<file path="src/rtl/lbus_defines.svh">
// Purpose: constants for the local bus arbiter and memory timing block
// Assumes: bus clock 10 MHz in this build, budgets expressed in bus clocks
// Notes: definitions only
`ifndef LBUS_DEFINES_SVH
`define LBUS_DEFINES_SVH
`define CLK_PERIOD_NS 100
`define N_MASTERS 5
`define M_LAN 0
`define M_SLOT 1
`define M_SCSI 2
`define M_VME 3
`define M_CPU 4
`define TT_NORMAL0 2'h0
`define TT_NORMAL1 2'h1
`define TT_NORMAL2 2'h2
`define TT_IACK 2'h3
`define BOOT_MIN 4'h3
`define BOOT_MAX 4'hA
`define TMO_8US_NS 8000
`define TMO_64US_NS 64000
`define TMO_256US_NS 256000
`define TMO_8US_CYC ((`TMO_8US_NS) / (`CLK_PERIOD_NS))
`define TMO_64US_CYC ((`TMO_64US_NS) / (`CLK_PERIOD_NS))
`define TMO_256US_CYC ((`TMO_256US_NS) / (`CLK_PERIOD_NS))
`endif

</file>
<file path="src/rtl/lbus_pkg.sv">
// Purpose: types for the local bus arbiter and memory timing block
// Assumes: nothing
// Notes: constants live in lbus_defines.svh
package lbus_pkg;
    typedef enum logic [1:0] {TGT_DRAM, TGT_BOOT, TGT_OTHER} target_t;
    typedef enum logic [1:0] {TMO_8US, TMO_64US, TMO_256US, TMO_OFF} tmo_sel_t;
    typedef enum {ST_IDLE, ST_DRAM, ST_BOOT, ST_OTHER, ST_DONE} state_t;
endpackage : lbus_pkg

</file>
<file path="src/rtl/lbus_arbiter.sv">
// Purpose: local bus arbiter with DRAM and boot memory cycle timing
// Assumes: masters hold request until done; one bus clock domain
// Notes: beat timing counted per beat; data path not modelled
// Operation
// - Fixed priority: LAN 0, module DMA 1, SCSI 2, VME 3, processor 4.
// - DRAM base, array size and device size come from software settings.
// - Interleave when configuration needs eight devices: 4MB/4Mbit or 16MB/16Mbit.
// - Parity check enable and parity error action are software settings.
// - 25 MHz beats: reads 4,2,2,2 or interleaved 4,1,1,1; writes 3,2,2,2.
// - 32 MHz beats: reads 5,3,3,3 or interleaved 5,2,2,2; writes 4,2,2,2.
// - Boot path: 3 to 10 clocks per byte, four bytes per longword.
// - SCSI DMA moves local bus data in bursts of four longwords.
// - LAN DMA issues only single transfers, never bursts.
// - LAN single DRAM write 3 or 4 clocks, single read 5 clocks; here a 25 MHz single read takes 4 clocks.
// - Respond only to normal-access and interrupt-acknowledge transfer kinds.
// - Transfer kinds 0, 1 and 2 form the normal address range.
// - Timeout with timer enabled ends the access with transfer error ack.
`timescale 1ns/1ns
`include "lbus_defines.svh"
module lbus_arbiter #(
    parameter int NM = `N_MASTERS
) (
    input wire logic ref_clk_i,
    input wire logic rst_n_i,
    input wire logic [NM-1:0] req_i,
    input wire logic [NM-1:0] burst_i,
    input wire logic write_i,
    input wire logic [1:0] access_kind_lines_i,
    input wire logic [31:0] addr_i,
    input wire logic parity_err_i,
    input wire logic [31:0] dram_base_i,
    input wire logic [1:0] array_size_i,
    input wire logic dev_16mbit_i,
    input wire logic dram_en_i,
    input wire logic bus_32mhz_i,
    input wire logic parity_en_i,
    input wire logic parity_trap_i,
    input wire logic [3:0] boot_clocks_i,
    input wire lbus_pkg::tmo_sel_t tmo_sel_i,
    output logic [NM-1:0] grant_o,
    output logic beat_ack_o,
    output logic transfer_error_ack_o,
    output logic interleaved_o,
    output logic parity_flag_o
);
    import lbus_pkg::*;

    // Priority table and tags are fixed for five masters
    if (NM != 5) begin : g_nm_check
        $error("lbus_arbiter serves exactly five masters");
    end

    localparam logic [15:0] T8 = 16'(`TMO_8US_CYC);
    localparam logic [15:0] T64 = 16'(`TMO_64US_CYC);
    localparam logic [15:0] T256 = 16'(`TMO_256US_CYC);

    // Lowest index wins
    function automatic logic [NM-1:0] pick(input logic [NM-1:0] r);
        logic [NM-1:0] g;
        g = '0;
        for (int i = NM - 1; i >= 0; i--) begin
            if (r[i]) g = '0;
            if (r[i]) g[i] = 1'b1;
        end
        return g;
    endfunction : pick

    // Clocks for beat b of a DRAM cycle
    function automatic logic [3:0] beat_len(input logic fast, input logic wr,
                                            input logic il, input logic first);
        logic [3:0] n;
        n = 4'h2;
        if (wr) n = first ? (fast ? 4'h4 : 4'h3) : 4'h2;
        else if (il) n = first ? (fast ? 4'h5 : 4'h4) : (fast ? 4'h2 : 4'h1);
        else n = first ? (fast ? 4'h5 : 4'h4) : (fast ? 4'h3 : 4'h2);
        return n;
    endfunction : beat_len

    // Array size code: 0=4MB 1=8MB 2=16MB
    logic interleave;
    logic [31:0] span;
    logic is_normal;
    logic is_iack;
    target_t tgt;
    always_comb begin
        interleave = (array_size_i == 2'h0 && !dev_16mbit_i) ||
                     (array_size_i == 2'h2 && dev_16mbit_i);
        span = 32'h0040_0000 << array_size_i;
        is_normal = access_kind_lines_i == `TT_NORMAL0 || access_kind_lines_i == `TT_NORMAL1 ||
                    access_kind_lines_i == `TT_NORMAL2;
        is_iack = access_kind_lines_i == `TT_IACK;
        if (is_normal && dram_en_i && addr_i - dram_base_i < span) tgt = TGT_DRAM;
        else if (is_normal && addr_i[31:22] == 10'h3FE) tgt = TGT_BOOT;
        else tgt = TGT_OTHER;
    end

    state_t st_q, st_d;
    logic [NM-1:0] grant_q, grant_d;
    logic [3:0] cnt_q, cnt_d;
    logic [1:0] beat_q, beat_d;
    logic [1:0] nbeats_q, nbeats_d;
    logic wr_q, wr_d;
    logic il_q, il_d;
    logic ack_q, ack_d;
    logic tea_q, tea_d;
    logic par_q, par_d;
    logic [15:0] tmo_q, tmo_d;
    logic [3:0] boot_n;
    logic [15:0] tmo_lim;

    always_comb begin
        boot_n = boot_clocks_i;
        if (boot_n < `BOOT_MIN) boot_n = `BOOT_MIN;
        if (boot_n > `BOOT_MAX) boot_n = `BOOT_MAX;
        case (tmo_sel_i)
            TMO_8US: tmo_lim = T8;
            TMO_64US: tmo_lim = T64;
            TMO_256US: tmo_lim = T256;
            default: tmo_lim = 16'hFFFF;
        endcase
    end

    always_comb begin
        st_d = st_q;
        grant_d = grant_q;
        cnt_d = cnt_q;
        beat_d = beat_q;
        nbeats_d = nbeats_q;
        wr_d = wr_q;
        il_d = il_q;
        ack_d = 1'b0;
        tea_d = 1'b0;
        par_d = par_q;
        tmo_d = tmo_q;
        case (st_q)
            ST_IDLE: begin
                grant_d = pick(req_i);
                tmo_d = '0;
                // Stale burst count must not leak into the next owner
                nbeats_d = '0;
                if (req_i != '0) begin
                    st_d = ST_OTHER;
                end
            end
            ST_OTHER: begin
                // Decode once the granted master drives its cycle
                beat_d = '0;
                wr_d = write_i;
                il_d = interleave;
                nbeats_d = ((grant_q & burst_i) != '0 && !grant_q[`M_LAN]) ?
                           2'h3 : 2'h0;
                if (!is_normal && !is_iack) begin
                    st_d = ST_DONE;
                end else if (tgt == TGT_DRAM) begin
                    // Decode cycle is the first clock of the budget
                    cnt_d = beat_len(bus_32mhz_i, write_i, interleave, 1'b1) -
                            4'h2;
                    st_d = ST_DRAM;
                end else if (tgt == TGT_BOOT) begin
                    cnt_d = boot_n - 4'h2;
                    st_d = ST_BOOT;
                end else begin
                    // Unclaimed: wait for timer
                    tmo_d = tmo_q + 16'h1;
                    if (tmo_sel_i != TMO_OFF && tmo_q + 16'h1 >= tmo_lim) begin
                        tea_d = 1'b1;
                        st_d = ST_DONE;
                    end
                end
            end
            ST_DRAM: begin
                if (cnt_q == 4'h0) begin
                    ack_d = 1'b1;
                    if (parity_en_i && parity_err_i && !wr_q) begin
                        par_d = 1'b1;
                        if (parity_trap_i) tea_d = 1'b1;
                        if (parity_trap_i) ack_d = 1'b0;
                    end
                    if (beat_q == nbeats_q || tea_d) begin
                        st_d = ST_DONE;
                    end else begin
                        beat_d = beat_q + 2'h1;
                        cnt_d = beat_len(bus_32mhz_i, wr_q, il_q, 1'b0) - 4'h1;
                    end
                end else begin
                    cnt_d = cnt_q - 4'h1;
                end
            end
            ST_BOOT: begin
                // Four byte cycles per longword
                if (cnt_q == 4'h0) begin
                    cnt_d = boot_n - 4'h1;
                    beat_d = beat_q + 2'h1;
                    if (beat_q == 2'h3) begin
                        ack_d = 1'b1;
                        beat_d = '0;
                        if (nbeats_q == 2'h0) st_d = ST_DONE;
                        else nbeats_d = nbeats_q - 2'h1;
                    end
                end else begin
                    cnt_d = cnt_q - 4'h1;
                end
            end
            ST_DONE: begin
                grant_d = '0;
                st_d = ST_IDLE;
            end
            default: st_d = ST_IDLE;
        endcase
    end

    always_ff @(posedge ref_clk_i) begin
        if (!rst_n_i) begin
            st_q <= ST_IDLE;
            grant_q <= '0;
            cnt_q <= '0;
            beat_q <= '0;
            nbeats_q <= '0;
            wr_q <= 1'b0;
            il_q <= 1'b0;
            ack_q <= 1'b0;
            tea_q <= 1'b0;
            par_q <= 1'b0;
            tmo_q <= '0;
        end else begin
            st_q <= st_d;
            grant_q <= grant_d;
            cnt_q <= cnt_d;
            beat_q <= beat_d;
            nbeats_q <= nbeats_d;
            wr_q <= wr_d;
            il_q <= il_d;
            ack_q <= ack_d;
            tea_q <= tea_d;
            par_q <= par_d;
            tmo_q <= tmo_d;
        end
    end

    assign grant_o = grant_q;
    assign beat_ack_o = ack_q;
    assign transfer_error_ack_o = tea_q;
    assign interleaved_o = il_q;
    assign parity_flag_o = par_q;
endmodule : lbus_arbiter

</file>
<file path="config.mk">
export PLATFORM = sky130hd
export DESIGN_NAME = lbus_arbiter
export DESIGN_NICKNAME = d
export VERILOG_FILES = /design/src/rtl/lbus_pkg.sv /design/src/rtl/lbus_arbiter.sv
export VERILOG_INCLUDE_DIRS = /design/src /design/src/rtl
export SDC_FILE = /design/constraint.sdc
export NUM_CORES = 1
export LEC_CHECK = 0
export ABC_AREA = 1
export CORE_MARGIN = 2
export CORE_UTILIZATION = 55
export CTS_CLUSTER_DIAMETER = 100
export DETAILED_ROUTE_END_ITERATION = 8
export DONT_BUFFER_PORTS = 1
export GPL_ROUTABILITY_DRIVEN = 0
export GPL_TIMING_DRIVEN = 0
export HOLD_SLACK_MARGIN = 0.12
export PLACE_DENSITY = 0.7
export SLEW_MARGIN = 20
export SYNTH_ARGS = -nofsm -noshare
export SYNTH_HDL_FRONTEND = slang
export SYNTH_SLANG_ARGS = --single-unit
</file>
<file path="constraint.sdc">
create_clock -name ref_clk_i -period 4.1 [get_ports ref_clk_i]
set_clock_uncertainty 0.2 [all_clocks]
set_input_delay 0.205 -clock ref_clk_i [delete_from_list [all_inputs] [get_ports ref_clk_i]]
set_output_delay 0.205 -clock ref_clk_i [all_outputs]
set_load 0.05 [all_outputs]
</file>
==> run summary, run 1 <==
Outcome: complete, no violations
Final setup vio count: 0
Minimum clock period: 3710 ps
Antenna violations before repair: 0
CP max stage cell: ha_1
CP max FO: 10
Initial DRC count: 163
Fin crit share: 90.4%
Syn Nets: 995
Synth unique cells: 49
Comb pwr share: 61.2%
Drt drc: 0
Initial Utilization: 56.8%
Register area share after synthesis: 15.0%
Root buffer cell: clkbuf_8
Gate Count Post-Synth: 837
Placement row count: 34
Sw Share: 51.0%
Critical Path Sink Type: flip-flop
Mux share of post-synthesis cell area: 0%
Path type of the worst min-delay path: in2reg
Die Wd: 98.9 um
Peak Freq: 270 MHz
Nets: 1024
Leak pwr: 3.01 nW
Kind of cell adding the most delay to the critical path: compound AO/OA/AOI/OAI gates
Placement Cell Area: 5090 um2
First-pass GRT wire length: 20.3 mm
Layout cells sized above 1: 5.31%
Net Switching: 0.00132 W
Post-synthesis register bit count: 37
WP data arrival: 3720 ps
Clock latency on the worst-skew pair: 290 ps
Core area: 8720 um2
Clk slew on worst S/H paths: 80 ps
RSZ-0062 raised after global routing: false
Worst Setup Path Type: in2reg
Cell Pwr Density: 475 nW/um2
Final ANT Viol Nets: 0
Longest Clk Path Bufs: 2
Sequential Power Share: 26.3%
Largest family of logic cells by synthesized area: simple AND/OR/NAND/NOR gates
Hold path start: boot_clocks_i[0]
Slew Limit Fails: 0
N_diodes: 0
Yosys warning total: 0
Clock power frac: 12.4%
Sequential cell area: 742 um2
Vias in the first global route: 4783
CTS H-tree depth: 2
Via Count: 5155
Setup crit start: dram_base_i[11]
Die Area: 9780 um2
Chip height: 98.9 um
Post-Syn Area: 4950 um2
DR pass1 iterations: 5
Multi-input gate area: 3560 um2
Final hold violation count: 0
Reg-to-Reg Start: tmo_q[1]$_SDFFE_PN0P_
Gr ovfl total: 0
Largest net degree at the start of global routing: 13
IO Pins: 102
Number of max-cap violations: 0
Slew Limit Headroom: 53.9%
Post-Synth Adder-Cell Area: 16.4%
Worst vdd ir: 0.000281 V
TNS Setup: 0 ps
Synth Area in Compound Gates: 14.8%
Simple-Gate Fraction of Synth Area: 36.5%
Vias/cell: 5.29
P_int: 0.00127 W
DR WL/cell: 12.4 um
Bufs and invs on worst path: 5
CP required: 4110 ps
FILL cells: 866
CTS buffer count: 5
Cell area after layout: 5430 um2
Setup Slack @ Placement: 106 ps
Avg Synthesized Cell Area: 5.92 um2
Hpwl dp: 9.70 mm
Worst-margin pin slew: 686 ps
CTS tree: yes
GRT Util Overall: 24.2%
Worst Setup Start Kind: primary input
Buffers on Ports: 0
# clock sinks: 37
Biggest cell delay along the critical path: 290 ps
Post-Synth XOR/XNOR Area: 3.71%
Total wire length: 12.1 mm
Area Overhead vs Synth: 9.73%
Final WS setup: 394 ps
[cell families after synthesis]
kind of cell,Yosys count
DFF,37
xor gates and xnor gates,21
AOI/OAI and AO/OA,126
and+or+nand+nor,414
adders and majority gates,65
buffers and inverters,174
[stage by stage]
stage	power [W]	hold slack (ps)	instances	utilization [%]
2_1_floorplan	0.00186	140	837	-
3_3_place_gp	0.00214	150	945	58.3
3_5_place_dp	0.00218	159	945	58.3
4_1_cts	0.00254	142	974	62.0
5_1_grt	0.00285	165	975	62.3
6_report	0.00258	149	975	62.3
[timing repair]
item	CTS	global route
resized for setup	0	5
setup endpoints to repair	0	4
endpoints found under the hold margin	15	0
hold buffers	21	0
buffers inserted	0	1
[area by class of cell]
cell class                      count  area share (%)
Multi-Input combinational cell    626            65.5
Sequential cell                    37            13.7
Inverter                          165            11.4
Timing Repair Buffer               22            4.01
Tap cell                          108            2.49
Clock buffer                        6            1.34
Buffer                              9           0.921
Clock inverter                      2           0.714
[Yosys cell counts (all sizes together)]
library cell | count | area share, %
nand2 | 221 | 17
inv | 164 | 12
nor2 | 119 | 9.8
ha | 65 | 16
a21oi | 51 | 5.3
o21ai | 42 | 4.5
dfxtp | 37 | 15
nand3 | 36 | 4.2
xor2 | 17 | 3.0
nand4 | 12 | 1.5
nor3 | 10 | 1.2
a22oi | 8 | 1.2
a31oi | 7 | 0.88
clkbuf | 6 | 0.45
nand3b | 4 | 0.61
nor4 | 4 | 0.63
o21bai | 4 | 0.61
xnor2 | 4 | 0.71
buf | 3 | 0.56
o21a | 3 | 0.45
or2 | 3 | 0.38
a21o | 2 | 0.30
a22o | 2 | 0.35
and3 | 2 | 0.25
nor3b | 2 | 0.40
o211ai | 2 | 0.30
a211oi | 1 | 0.15
a311oi | 1 | 0.18
a32oi | 1 | 0.18
and2 | 1 | 0.13
clkinv | 1 | 0.076
o311ai | 1 | 0.18
o32ai | 1 | 0.18
[power by group through the flow]
stage | Sequential [W] | Combinational, W | Clock, W
detailed placement | 0.000676 | 0.00151 | 0
floorplan | 0.000646 | 0.00121 | 0
finish | 0.000680 | 0.00158 | 0.000321
CTS | 0.000671 | 0.00155 | 0.000326
global placement | 0.000672 | 0.00146 | 0
global route | 0.000698 | 0.00182 | 0.000334
[tightest hold or removal path: stages]
cell and delay, ps:
a22oi_1 110, a21oi_1 170, nor2_1 50, nor2_1 60
[sequential cells by signal, summed over array words and instances (netlist names)]
name	count
beat_q	2
transfer_error_ack_o	1
interleaved_o	1
st_q	3
wr_q	1
parity_flag_o	1
grant_o	5
tmo_q	16
nbeats_q	2
cnt_q	4
beat_ack_o	1
[per-layer routing]
layer	vias up	share of wire [%]	global-route usage, %
met2	156	45	40.6
met5	-	0	0
met1	2261	49	33.9
met4	0	1.4	4.53
li1	2717	-	-
met3	21	5.2	2.55
[cell usage in the layout (no fill, tap or decap), types with 8 or more instances in the layout]
| master | instances |
|---|---|
| nand2_1 | 212 |
| dfxtp_1 | 36 |
| ha_1 | 65 |
| inv_1 | 161 |
| a21oi_1 | 49 |
| nand3_1 | 32 |
| o21ai_0 | 29 |
| nor2_1 | 114 |
| dlygate4sd3_1 | 21 |
| o21ai_1 | 9 |
| a22oi_1 | 8 |
| xor2_1 | 17 |
| nand4_1 | 12 |
[final timing paths]
path                           end  slack [ps]  depth (start not counted)
max          cnt_q[2]$_SDFFE_PN0P_         390                         25
max reg2reg   st_q[1]$_SDFFE_PN0P_         460                         22
min reg2reg  cnt_q[2]$_SDFFE_PN0P_         320                          2
min          cnt_q[0]$_SDFFE_PN0P_         150                          4
Note: power is estimated with default switching activity, not from simulation.
==> inputs of run 2 (changes only) <==
--- a/config.mk
+++ b/config.mk
@@ -16,7 +16,7 @@
 export GPL_TIMING_DRIVEN = 0
 export HOLD_SLACK_MARGIN = 0.12
 export PLACE_DENSITY = 0.7
-export SLEW_MARGIN = 20
+export RECOVER_POWER = 100
 export SYNTH_ARGS = -nofsm -noshare
 export SYNTH_HDL_FRONTEND = slang
 export SYNTH_SLANG_ARGS = --single-unit
==> run summary, run 2 (synthesis gave the netlist of run 1 again) <==
Outcome: complete, no violations
Final setup vio count: 0
Worst Setup Path Type: in2reg
Sequential cell area: 742 um2
Longest Clk Path Bufs: 2
Clk slew on worst S/H paths: 80 ps
# clock sinks: 37
CP max FO: 10
N_diodes: 0
DR WL/cell: 12.5 um
Setup crit start: dram_base_i[11]
GRT Util Overall: 24.2%
Worst Setup Start Kind: primary input
Worst vdd ir: 0.000277 V
Path type of the worst min-delay path: in2reg
Area Overhead vs Synth: 8.87%
Layout cells sized above 1: 4.38%
Setup Slack @ Placement: 106 ps
CTS buffer count: 5
Max reg flops: 16
IO Pins: 102
Biggest register: tmo_q
Hold_ws: 145 ps
Initial DRC count: 198
Minimum clock period: 3710 ps
Nets: 1024
Largest net degree at the start of global routing: 13
Clock latency on the worst-skew pair: 290 ps
WP data arrival: 3700 ps
Final hold violation count: 0
Peak Freq: 269 MHz
Vias in the first global route: 4783
Leak pwr: 2.99 nW
Final ANT Viol Nets: 0
Gr ovfl total: 0
Hold path start: burst_i[1]
Drt drc: 0
Multi-input gate area: 3530 um2
Reg-to-Reg Start: tmo_q[1]$_SDFFE_PN0P_
Final WS setup: 386 ps
TNS Setup: 0 ps
Via Count: 5154
Critical Path Sink Type: flip-flop
Buffers on Ports: 0
DR pass1 iterations: 5
RSZ-0062 raised after global routing: false
Initial Utilization: 56.8%
Number of max-cap violations: 0
Core area: 8720 um2
Chip height: 98.9 um
Antenna violations before repair: 0
FILL cells: 875
CTS H-tree depth: 2
Root buffer cell: clkbuf_8
Fin crit share: 90.6%
Worst-margin pin slew: 687 ps
Slew Limit Fails: 0
Cell Pwr Density: 470 nW/um2
Vias/cell: 5.29
CTS tree: yes
Slew Limit Headroom: 53.9%
Total wire length: 12.2 mm
Die Area: 9780 um2
CP required: 4090 ps
Most frequent cells in the layout: nand2_1, inv_1, nor2_1
First-pass GRT wire length: 20.3 mm
Most common cell after layout, fill and taps aside: nand2_1
Placement row count: 34
Die Wd: 98.9 um
Hpwl dp: 9.70 mm
[run 2: final timing paths]
path | endpoint | slack, ps | cells after the start
setup / recovery | tmo_q[15]$_SDFFE_PN0P_ | 390 | 24
hold / removal | nbeats_q[0]$_SDFFE_PN0P_ | 140 | 3
setup reg to reg | st_q[1]$_SDFFE_PN0P_ | 440 | 22
hold reg to reg | cnt_q[2]$_SDFFE_PN0P_ | 320 | 2
[run 2: worst max-delay path, cell delays in order]
cell,delay [ps]
inv_1,20
ha_1,290
nand2_1,150
inv_1,70
nand2_1,60
nand2_1,80
a311oi_1,260
o21ai_0,140
a21oi_1,260
xor2_1,190
inv_1,60
ha_1,180
nand3b_1,160
a21oi_1,150
nand2_1,80
clkinv_1,50
nand2_2,70
nor2_8,110
nand3_4,140
nand3_1,210
nand2_1,240
clkbuf_2,280
o21ai_0,210
nor2_1,50
[run 2: timing repair]
item | in CTS | in global routing
hold buffers | 21 | 0
gates resized for setup | 0 | 5
endpoints found under the hold margin | 15 | 0
endpoints found under the setup margin | 0 | 4
setup buffers | 0 | 1
[run 2: layout make-up]
cell class                      instances  area share (%)
Multi-Input combinational cell        626            65.5
Sequential cell                        37            13.8
Inverter                              165            11.5
Timing Repair Buffer                   22            4.04
Tap cell                              108            2.51
Clock buffer                            6            1.35
Clock inverter                          2           0.720
Buffer                                  9           0.650
[run 2: report_power, final]
| part | leakage (nW) | internal [W] | total, W | switching, W |
|---|---|---|---|---|
| Combinational | 2.63 | 0.000560 | 0.00154 | 0.000978 |
| Sequential | 0.304 | 0.000496 | 0.000677 | 0.000181 |
| Clock | 0.0554 | 0.000183 | 0.000321 | 0.000138 |
[run 2: stage by stage]
stage	total power (W)	cell area, um2	utilization [%]	cells
final	0.00254	5390	61.8	975
after CTS	0.00254	5410	62.0	974
after global routing	0.00280	5390	61.8	975
after detailed placement	0.00218	5090	58.3	945
after floorplan	0.00186	4950	-	837
after global placement	0.00214	5090	58.3	945
[run 2: layer usage]
metal	track usage, %	up-vias	part of all wire [%]
li1	-	2718	-
met1	33.9	2265	49
met2	40.6	151	45
met3	2.55	20	5.0
met4	4.53	0	1.3
met5	0	-	0
